`config.mk`:
```
export PLATFORM = sky130hd
export DESIGN_NAME = trps_sequencer
export DESIGN_NICKNAME = d
export VERILOG_FILES = /design/src/logic/trps_pkg.sv /design/src/logic/trps_sync.sv /design/src/logic/trps_sequencer.sv
export SDC_FILE = /design/constraint.sdc
export NUM_CORES = 1
export LEC_CHECK = 0
export CORE_MARGIN = 2
export CORE_UTILIZATION = 40
export CTS_CLUSTER_DIAMETER = 120
export DETAILED_ROUTE_END_ITERATION = 16
export DONT_BUFFER_PORTS = 1
export PLACE_DENSITY_LB_ADDON = 0.2
export SLEW_MARGIN = 20
export SYNTH_ARGS = -nofsm -noshare
export SYNTH_HDL_FRONTEND = slang
export SYNTH_SLANG_ARGS = --single-unit
export TNS_END_PERCENT = 100
```
`constraint.sdc`:
```
create_clock -name clk -period 1.85 [get_ports clk]
set_input_delay 0.4625 -clock clk [delete_from_list [all_inputs] [get_ports clk]]
set_output_delay 0.4625 -clock clk [all_outputs]
set_load 0.01 [all_outputs]
```
`src/logic/trps_pkg.sv`:
```
// Package of constants for the three-rail power sequencer
`default_nettype none
package trps_pkg;
    // ------------------------------------------------------------
    // Timing in timing-clock ticks, widths, counts and masks
    // ------------------------------------------------------------
    localparam int unsigned FIRST_DELAY_TICKS = 9;
    localparam int unsigned STEP_DELAY_TICKS  = 8;
    localparam int unsigned TICK_CNT_W        = 4;
    localparam int unsigned RAIL_COUNT        = 3;
    localparam int unsigned SYNC_STAGES       = 3;
    localparam logic [3:0]  TICK_ZERO         = 4'h0;
    localparam logic [3:0]  TICK_ONE          = 4'h1;
    localparam logic [2:0]  RAILS_NONE        = 3'h0;
    localparam logic [2:0]  RAILS_ALL         = 3'h7;
    localparam logic [2:0]  SYNC_RESET        = 3'h0;

    // ------------------------------------------------------------
    // Sequencer states
    // ------------------------------------------------------------
    typedef enum logic [1:0] {
        TRPS_IDLE,
        TRPS_UP,
        TRPS_ON,
        TRPS_DOWN
    } trps_state_type;
endpackage : trps_pkg
`default_nettype wire

```
`src/logic/trps_sync.sv`:
```
// Three-stage synchroniser with agreement of last two stages
`default_nettype none
module trps_sync
    import trps_pkg::*;
(
    // Clock and reset
    input  wire logic clk,
    input  wire logic arst_n,
    // Asynchronous level in, filtered level out
    input  wire logic async_in,
    output var  logic level_out
);
    logic [2:0] stage_r;
    logic       level_r;
    wire        agree = (stage_r[1] == stage_r[2]);

    always_ff @(posedge clk or negedge arst_n) begin
        if (!arst_n) begin
            stage_r <= SYNC_RESET;
            level_r <= 1'b0;
        end else begin
            stage_r <= {stage_r[1:0], async_in};
            if (agree) begin
                level_r <= stage_r[2];
            end
        end
    end

    assign level_out = level_r;
endmodule : trps_sync
`default_nettype wire

```
`src/logic/trps_sequencer.sv`:
```
// Three-rail power sequencer core
//
// Behaviour
// [RULE1] All rails inactive after reset until enable; with polarity high, rails driven low (active) until polarity synchronised
// [RULE2] First rail releases nine to ten ticks after enable
// [RULE3] Second rail eight ticks after first, tick-aligned
// [RULE4] Third rail eight ticks after second
// [RULE5] Shutdown reverse order: nine-ten, eight, eight
// [RULE6] Timer starts on enable rising edge
// [RULE7] Early enable drop resets timer, outputs stay
// [RULE8] Drop mid power-up reverses released rails only
// [RULE9] Polarity low active high, high active low
// [RULE10] Open-drain rails: release undriven, deactivate low; with polarity high the code drives active rails low and releases inactive ones
// [RULE11] System drives polarity select, never floating
// [RULE12] Tick input; enable synchronised before edge detect
// [RULE13] Inactive level follows selected polarity; reset drives all rails low until polarity synchronised
`default_nettype none
module trps_sequencer
    import trps_pkg::*;
#(
    parameter int unsigned FIRST_TICKS = FIRST_DELAY_TICKS,
    parameter int unsigned STEP_TICKS  = STEP_DELAY_TICKS
)(
    // Clock and reset
    input  wire logic clk,
    input  wire logic arst_n,
    // Control pins
    input  wire logic enable_in,
    input  wire logic output_polarity_select,
    input  wire logic timing_tick,
    // Open-drain rails: pin level, drive value, enable
    input  wire logic rail_out_first_in,
    input  wire logic rail_out_second_in,
    input  wire logic rail_out_third_in,
    output var  logic rail_out_first,
    output var  logic rail_out_second,
    output var  logic rail_out_third,
    output var  logic rail_out_first_oe,
    output var  logic rail_out_second_oe,
    output var  logic rail_out_third_oe
);
    // ------------------------------------------------------------
    // Parameter check
    // ------------------------------------------------------------
    if (FIRST_TICKS < 2 || FIRST_TICKS > 15 ||
        STEP_TICKS < 1 || STEP_TICKS > 15) begin : g_bad_ticks
        $error("trps_sequencer: tick counts out of range");
    end
    localparam logic [3:0] FIRST_LOAD = 4'(FIRST_TICKS);
    localparam logic [3:0] STEP_LOAD  = 4'(STEP_TICKS);

    // ------------------------------------------------------------
    // Input conditioning
    // ------------------------------------------------------------
    logic en_s;
    logic pol_s;
    logic en_d_r;
    // [RULE12] Enable through synchroniser
    trps_sync u_en_sync (
        .clk      (clk),
        .arst_n   (arst_n),
        .async_in (enable_in),
        .level_out(en_s)
    );
    // [RULE11] Polarity assumed driven
    trps_sync u_pol_sync (
        .clk      (clk),
        .arst_n   (arst_n),
        .async_in (output_polarity_select),
        .level_out(pol_s)
    );
    wire en_rise = en_s & ~en_d_r;
    wire en_fall = ~en_s & en_d_r;

    // ------------------------------------------------------------
    // Sequencer state
    // ------------------------------------------------------------
    trps_state_type state_r;
    trps_state_type state_nxt;
    logic [3:0]     cnt_r;
    logic [3:0]     cnt_nxt;
    logic [2:0]     act_r;
    logic [2:0]     act_nxt;
    wire            cnt_done = timing_tick && (cnt_r == TICK_ONE);
    wire            cnt_dec  = timing_tick && (cnt_r != TICK_ZERO);

    always_comb begin
        state_nxt = state_r;
        act_nxt   = act_r;
        cnt_nxt   = cnt_dec ? cnt_r - TICK_ONE : cnt_r;
        case (state_r)
            TRPS_IDLE: begin
                // [RULE6] Start timer on rise
                if (en_rise) begin
                    state_nxt = TRPS_UP;
                    cnt_nxt   = FIRST_LOAD;
                end
            end
            TRPS_UP: begin
                if (!en_s) begin
                    // [RULE7] Early drop resets timer
                    if (act_r == RAILS_NONE) begin
                        state_nxt = TRPS_IDLE;
                        cnt_nxt   = TICK_ZERO;
                    // [RULE8] Orderly reverse shutdown
                    end else begin
                        state_nxt = TRPS_DOWN;
                        cnt_nxt   = FIRST_LOAD;
                    end
                // [RULE2] First release after nine to ten
                end else if (cnt_done) begin
                    // [RULE3] Next rail eight ticks on
                    act_nxt = {act_r[1:0], 1'b1};
                    cnt_nxt = STEP_LOAD;
                    // [RULE4] Third completes power-up
                    if (act_r[1]) begin
                        state_nxt = TRPS_ON;
                        cnt_nxt   = TICK_ZERO;
                    end
                end
            end
            TRPS_ON: begin
                if (en_fall || !en_s) begin
                    state_nxt = TRPS_DOWN;
                    cnt_nxt   = FIRST_LOAD;
                end
            end
            TRPS_DOWN: begin
                // [RULE5] Reverse order shutdown
                if (cnt_done) begin
                    act_nxt = {1'b0, act_r[2:1]};
                    cnt_nxt = STEP_LOAD;
                    if (act_r[1:0] == 2'b01 || act_r == RAILS_NONE) begin
                        state_nxt = TRPS_IDLE;
                        act_nxt   = RAILS_NONE;
                        cnt_nxt   = TICK_ZERO;
                    end
                end
            end
            default: begin
                state_nxt = TRPS_IDLE;
                act_nxt   = RAILS_NONE;
                cnt_nxt   = TICK_ZERO;
            end
        endcase
    end

    // ------------------------------------------------------------
    // Registers
    // ------------------------------------------------------------
    always_ff @(posedge clk or negedge arst_n) begin
        // [RULE1] Reset clears rail activity; pins driven low
        if (!arst_n) begin
            state_r <= TRPS_IDLE;
            cnt_r   <= TICK_ZERO;
            act_r   <= RAILS_NONE;
            en_d_r  <= 1'b0;
        end else begin
            state_r <= state_nxt;
            cnt_r   <= cnt_nxt;
            act_r   <= act_nxt;
            en_d_r  <= en_s;
        end
    end

    // ------------------------------------------------------------
    // Open-drain output stage
    // ------------------------------------------------------------
    // [RULE9] Pin level high when active, inverted by polarity
    wire [2:0] lvl_nxt = pol_s ? ~act_nxt : act_nxt;
    logic [2:0] oe_r;
    always_ff @(posedge clk or negedge arst_n) begin
        // [RULE13] Reset drives low until polarity known
        if (!arst_n) begin
            oe_r <= RAILS_ALL;
        // [RULE10] Drive low for low level, else release
        end else begin
            oe_r <= ~lvl_nxt;
        end
    end
    assign rail_out_first     = 1'b0;
    assign rail_out_second    = 1'b0;
    assign rail_out_third     = 1'b0;
    assign rail_out_first_oe  = oe_r[0];
    assign rail_out_second_oe = oe_r[1];
    assign rail_out_third_oe  = oe_r[2];

    // ------------------------------------------------------------
    // Assertions
    // ------------------------------------------------------------
    wire unused_pins = rail_out_first_in ^ rail_out_second_in ^ rail_out_third_in;

    a_idle_inactive: assert property ( // [RULE1]
        @(posedge clk) disable iff (!arst_n)
        (state_r == TRPS_IDLE) |-> (act_r == RAILS_NONE))
        else $error("Rail active while idle");
    a_first_start: assert property ( // [RULE6]
        @(posedge clk) disable iff (!arst_n)
        (state_r == TRPS_IDLE && en_rise) |=> (state_r == TRPS_UP && cnt_r == FIRST_LOAD))
        else $error("Timer not started on enable rise");
    a_release_order: assert property ( // [RULE3]
        @(posedge clk) disable iff (!arst_n)
        (act_r == 3'b000 || act_r == 3'b001 || act_r == 3'b011 || act_r == 3'b111))
        else $error("Rails out of order");
    a_step_rise: assert property ( // [RULE3]
        @(posedge clk) disable iff (!arst_n)
        (state_r == TRPS_UP && en_s && cnt_done && act_r == 3'b001) |=> (act_r == 3'b011))
        else $error("Second rail not released");
    a_glitch_reject: assert property ( // [RULE7]
        @(posedge clk) disable iff (!arst_n)
        (state_r == TRPS_UP && !en_s && act_r == RAILS_NONE) |=> (state_r == TRPS_IDLE))
        else $error("Glitch not rejected");
    a_abort_down: assert property ( // [RULE8]
        @(posedge clk) disable iff (!arst_n)
        (state_r == TRPS_UP && !en_s && act_r != RAILS_NONE) |=> (state_r == TRPS_DOWN))
        else $error("No reverse shutdown on abort");
    a_down_step: assert property ( // [RULE5]
        @(posedge clk) disable iff (!arst_n)
        (state_r == TRPS_DOWN && !cnt_done) |=> (act_r == $past(act_r)))
        else $error("Rail dropped early");
    a_polarity_pin: assert property ( // [RULE9]
        @(posedge clk) disable iff (!arst_n)
        (oe_r == ($past(pol_s) ? act_r : ~act_r)))
        else $error("Rail pin level wrong");
    a_first_bound: assert property ( // [RULE2]
        @(posedge clk) disable iff (!arst_n)
        (state_r == TRPS_UP && act_r == RAILS_NONE) |-> (cnt_r <= FIRST_LOAD))
        else $error("First delay counter overran");
    c_full_up: cover property (@(posedge clk) disable iff (!arst_n) act_r == RAILS_ALL);
    c_glitch: cover property (@(posedge clk) disable iff (!arst_n)
        state_r == TRPS_UP && !en_s && act_r == RAILS_NONE);
    c_abort: cover property (@(posedge clk) disable iff (!arst_n)
        state_r == TRPS_UP && !en_s && act_r != RAILS_NONE);
    c_inverted: cover property (@(posedge clk) disable iff (!arst_n) pol_s && act_r[2]);
endmodule : trps_sequencer
`default_nettype wire

```
Word level (Yosys, flattened, before mapping) --
Cells that the tools add are included.
Operators by class: $add $sub $neg 1, reductions and logical operators 9, bitwise gates (word level) 6, eq/ne operators 13, multiplexer cells 25
Operators with widths (count):
- 4-bit two-way mux | 9
- 2-bit two-way mux | 9
- 4-bit one-hot mux with 4 select lines | 1
- 3-bit two-way mux | 4
- 2-bit != test (second input constant) | 4
- 2-bit one-hot mux with 4 select lines | 1
- 3-bit != test (second input constant) | 2
- 3-bit inverter | 2
- 3-bit one-hot mux with 2 select lines | 1
- 6-bit AND reduction | 1
- 2-bit by 1-bit == test with 1-bit output (second input constant) | 2
- 2-bit == test (second input constant) | 2
- 4-bit by 1-bit == test with 1-bit output (second input constant) | 1
- 4-bit nonzero test | 1
- 4-bit by 1-bit subtractor with 4-bit output (second input constant) | 1
- 3-bit zero test | 1
- 1-bit bitwise AND | 2
- 1-bit == test | 2
- 1-bit logical AND | 2
- 2-bit zero test | 1
- 1-bit logical OR | 2
- 1-bit inverter | 2
- 1-bit zero test | 1
Word-level totals: word-level logic and storage cells 63, input port bits 8, register bits after elaboration 21

Depth between registers and ports, before layout --
depth after elaboration 8, mapped depth 7

Hierarchy --
From an unflattened synthesis, not the netlist that was laid out.
Unflattened totals: cells, all modules 92, area, all modules 1027.2 um2
By module, submodules not included:
- trps_sequencer | times used 1, area each 804.5 um2, cells each 82
- trps_sync | times used 2, area each 111.4 um2, cells each 5

Least setup slack after synthesis --
OpenSTA, ideal clock, no wires.
kind reg2reg, from register cnt_r[1], to register oe_r[0], path slack 0.358 ns, clock period less this slack 1.492 ns, stages on the path, launching flop included 7, arrival time 1.409 ns, buffers on the path 0, cells stage by stage dfrtp_1 -> inv_1 -> ha_1 -> and4bb_4 -> nand2_4 -> o32a_2 -> xnor2_2
On the way: word-level cells in the longest chain between the ends 8, elaborated cells between the ends (all ways) 9, those cells by class eq/ne: 1; mux: 5; bitwise: 2; reduce/logical: 1
RTL lines:
- start: declaration | RTL line trps_sequencer.sv:80 | logic [3:0] cnt_r;
- start signal: assignment | RTL line trps_sequencer.sv:160 | cnt_r <= cnt_nxt;
- 4-bit by 1-bit == test with 1-bit output * | RTL line trps_sequencer.sv:84 | wire cnt_done = timing_tick && (cnt_r == TICK_ONE);
- 1-bit logical AND * | RTL line trps_sequencer.sv:84
- 3-bit two-way mux | RTL line trps_sequencer.sv:111 | end else if (cnt_done) begin
- 3-bit two-way mux | RTL line trps_sequencer.sv:100 | if (!en_s) begin
- 3-bit one-hot mux with 2 select lines * | RTL line trps_sequencer.sv:91 | case (state_r)
- via act_nxt[0] | RTL line trps_sequencer.sv:83 | logic [2:0] act_nxt;
- 3-bit inverter | RTL line trps_sequencer.sv:170 | wire [2:0] lvl_nxt = pol_s ? ~act_nxt : act_nxt;
- 3-bit two-way mux * | RTL line trps_sequencer.sv:170
- 3-bit inverter * | RTL line trps_sequencer.sv:178 | oe_r <= ~lvl_nxt;
- end signal: assignment | RTL line trps_sequencer.sv:178
- end: declaration | RTL line trps_sequencer.sv:171 | logic [2:0] oe_r;
The timed path passes the listed nets; every way through them passes the cells marked *. A chain may end at the register's enable or synchronous reset.

Worst setup path after layout --
Ends and elaborated chain as after synthesis.

==> summary.txt <==
Route
  • Vias post-DR: roughly 720
  • # DRC: 0
  • Pre-Repair DR Iteration Count: 4
  • Via/cell ratio: between 5 and 6
  • Avg WL per Cell: 13.1 µm
  • Final WL: around 1700 µm
  • Antenna-violating nets left: 0
  • Initial detailed-routing violation count: 27

Place
  • # placed instances: between 100 and 150
  • Port Buf Inserts: 0
  • GPL Wtd Cong: 0.783
  • Setup WS pre-CTS: roughly 240 ps
  • Final HPWL DP: ~1200 µm

Clock network
  • CTS max path bufs: 2
  • Clk Tree Root Cell: clkbuf_4
  • H-Tree Level Count: 1
  • CTS Buf Count: 3
  • Clk_lat worst skew: 300 ps
  • CTS Sinks: 21
  • TritonCTS clock tree: built
  • Clk slew on worst S/H paths: approximately 110 ps

Floorplanning
  • Core area: around 2500 µm²
  • Chip height: roughly 56 µm
  • # IOs: 14
  • Die width: between 50 and 60 µm
  • Die footprint: between 3000 and 4000 µm²
  • Initial Util: between 40% and 50%
  • # rows: 18

Pwr
  • Peak VDD IR: between 1 and 1.5 mV
  • Leak pwr: around 0.00046 µW
  • Power Density: approximately 1500 nW/µm²

Critical path
  • Crit-path max cell delay: ~410 ps
  • WS Path Type: register to register
  • CP Data Required Time: 2080 ps
  • CP Launch Type: register
  • Crit-path cells: inv_1 -> ha_1 -> and4bb_4 -> nand2_4 -> o32a_2 -> xnor2_2
  • Critical Path End Type: register
  • CP max FO: 6
  • CP max-delay cell: dfrtp_1
  • Arr. time, crit path: 1860 ps

Job
  • Max-cap violations: 0

STA
  • Final count of pins violating max slew: 0
  • Relative slew slack: between 30% and 40%
  • Hold Vio Cnt, Final: 0
  • Worst setup margin: 223 ps
  • Slew @ Worst Pin: around 900 ps
  • Final setup violation count: 0
  • Fmax: just over 0.6 GHz
  • Clock skew: 4.11 ps
  • Final min period: around 1600 ps
  • Total Neg Setup Slack: 0 ps
  • Unrepaired setup endpoints after global routing: no
  • Final worst path period share: slightly below 90%

Logic synthesis
  • Sequential-to-total area share from yosys stat: between 40% and 50%
  • Synthesized flop and latch total: 21
  • Most frequent cell after synthesis: dfrtp_1
  • Top_reg_cell synth: dfrtp_1
  • Simple-gate share of the synthesized area: ~18%
  • Post-synth top cells: dfrtp_1, nand2_1, inv_1, nor2_1, a21oi_1
  • Share of the synthesized area in the top cell type: roughly two fifths
  • Adder-cell area share of the yosys netlist: between 4 and 5%
  • Mux cell area share after synthesis: 3.84%
  • Syn. warnings: 0
  • Synth area leaders: dfrtp_1, dfstp_2, mux2i_1, nand2_1, xnor2_1
  • Post-synthesis compound-gate area fraction: about an eighth
  • Largest family of logic cells by synthesized area: simple AND/OR/NAND/NOR gates
  • XOR/XNOR Fraction of Synth Area: under 10%
  • Post-synth EDFFs: 0
  • Synth area leader: dfrtp_1
  • Cell count after synthesis: just under 100
  • Async set-reset flop share out of synthesis: between 90% and 100%
  • Syn avg cell area: 10.9 µm²
  • Count of different cell masters after synthesis: between 40 and 50
  • Syn Std Cell Area: 1080 µm²

GRT
  • First-pass GRT wire length: ~3200 µm
  • Congestion Overflow GR: 0
  • Vias in the first global route: ~730
  • Largest net degree at the start of global routing: 22
  • Total track usage: 12.7%
  • Initial antenna violation count: 0

Layout
  • Fin cells: approximately 130
  • Fill cell instance count of the final layout: approximately 240
  • Fin nets: 110
  • Share of cells above drive strength 1: about 16%
  • Number of antenna repair diodes: 0
  • FF+latch area: around 530 µm²
  • P&R area growth vs syn: 2.79%
  • Multi-input gate area: just under 500 µm²

Min path
  • Worst hold path type: input pin to register

Run status
  • Status: complete, no violations
==> layout by cell type (no fill, tap or decap), types with 3 or more instances in the layout <==
cell       n
o21ai_0    3
clkbuf_4   3
a21oi_1    4
xnor2_1    3
nor2_1     6
conb_1     3
nand2_1    8
dfstp_2    3
mux2i_1    3
nand3_1    3
dfrtp_1   18
inv_1      6
==> critical path, delay by kind of cell (launching register included) <==
kind	cells	cell delay (ps)
AOI/OAI and AO/OA	1	380
xor gates and xnor gates	1	130
adders and majority gates	1	170
buffers and inverters	1	90
DFF	1	410
and+or+nand+nor	2	380
==> flip-flops by register name (all words and copies together), names as in the netlist, named ones only <==
register / cells
cnt_r: 4
act_r: 3
u_en_sync.stage_r: 3
state_r: 1
u_en_sync.level_out: 1
u_pol_sync.stage_r: 3
u_pol_sync.level_out: 1
en_d_r: 1
oe_r: 3
==> repair_timing <==
item / CTS / global route
setup endpoints to repair: 0 / 0
hold buffers: 1 / 0
setup buffers: 0 / 0
gates resized for setup: 0 / 0
endpoints found under the hold margin: 21 / 0
==> per-layer routing <==
| layer | global-route usage, % | up-vias | part of all wire [%] |
|---|---|---|---|
| li1 | - | 341 | - |
| met1 | 17.2 | 350 | 49 |
| met2 | 19.6 | 20 | 44 |
| met3 | 3.49 | 4 | 5.1 |
| met4 | 4.76 | 0 | 1.5 |
| met5 | 0 | - | 0 |
==> area by class of cell <==
class	instances	share of cell area, %
timing repair buffer	1	0.905
sequential	21	47.9
tap	30	3.39
multi-input combinational	67	43.4
clock buffer	4	2.38
inverter	6	2.04
==> stage by stage <==
step	instance area, µm²	utilization [%]	total power (µW)	hold WS, ps
2_1_floorplan	1080	-	1330	167
3_3_place_gp	1070	42.4	1400	168
3_5_place_dp	1070	42.4	1410	168
4_1_cts	1110	43.8	1640	174
5_1_grt	1110	43.8	1770	156
6_report	1110	43.8	1620	185
==> worst paths after layout <==
| check | from | endpoint | slack (ps) | cells after the start |
|---|---|---|---|---|
| min in group asynchronous | arst_n | state_r[0] | 730 | 1 |
| min reg2reg | u_en_sync.stage_r[0] | u_en_sync.stage_r[1] | 360 | 0 |
| max reg2reg | cnt_r[1] | oe_r[0] | 220 | 6 |
| max | cnt_r[1] | oe_r[0] | 220 | 6 |
| max in group asynchronous | arst_n | u_en_sync.level_out | 540 | 1 |
| min | enable_in | u_en_sync.stage_r[0] | 190 | 0 |
==> where the power goes <==
part | switching (µW) | internal [µW] | total (µW)
Combinational | 292 | 306 | 598
Clock | 127 | 83.9 | 211
Sequential | 191 | 621 | 812
==> kinds of logic (layout without fill, tap and decap cells) <==
family	count (synthesis)	count (layout)
simple gates	32	32
flops	21	21
compound gates	20	20
buf+inv	13	11
fa+ha+maj	4	4
xor+xnor	4	4
mux	4	4
other cells	1	3
Note: power is estimated with default switching activity, not from simulation.
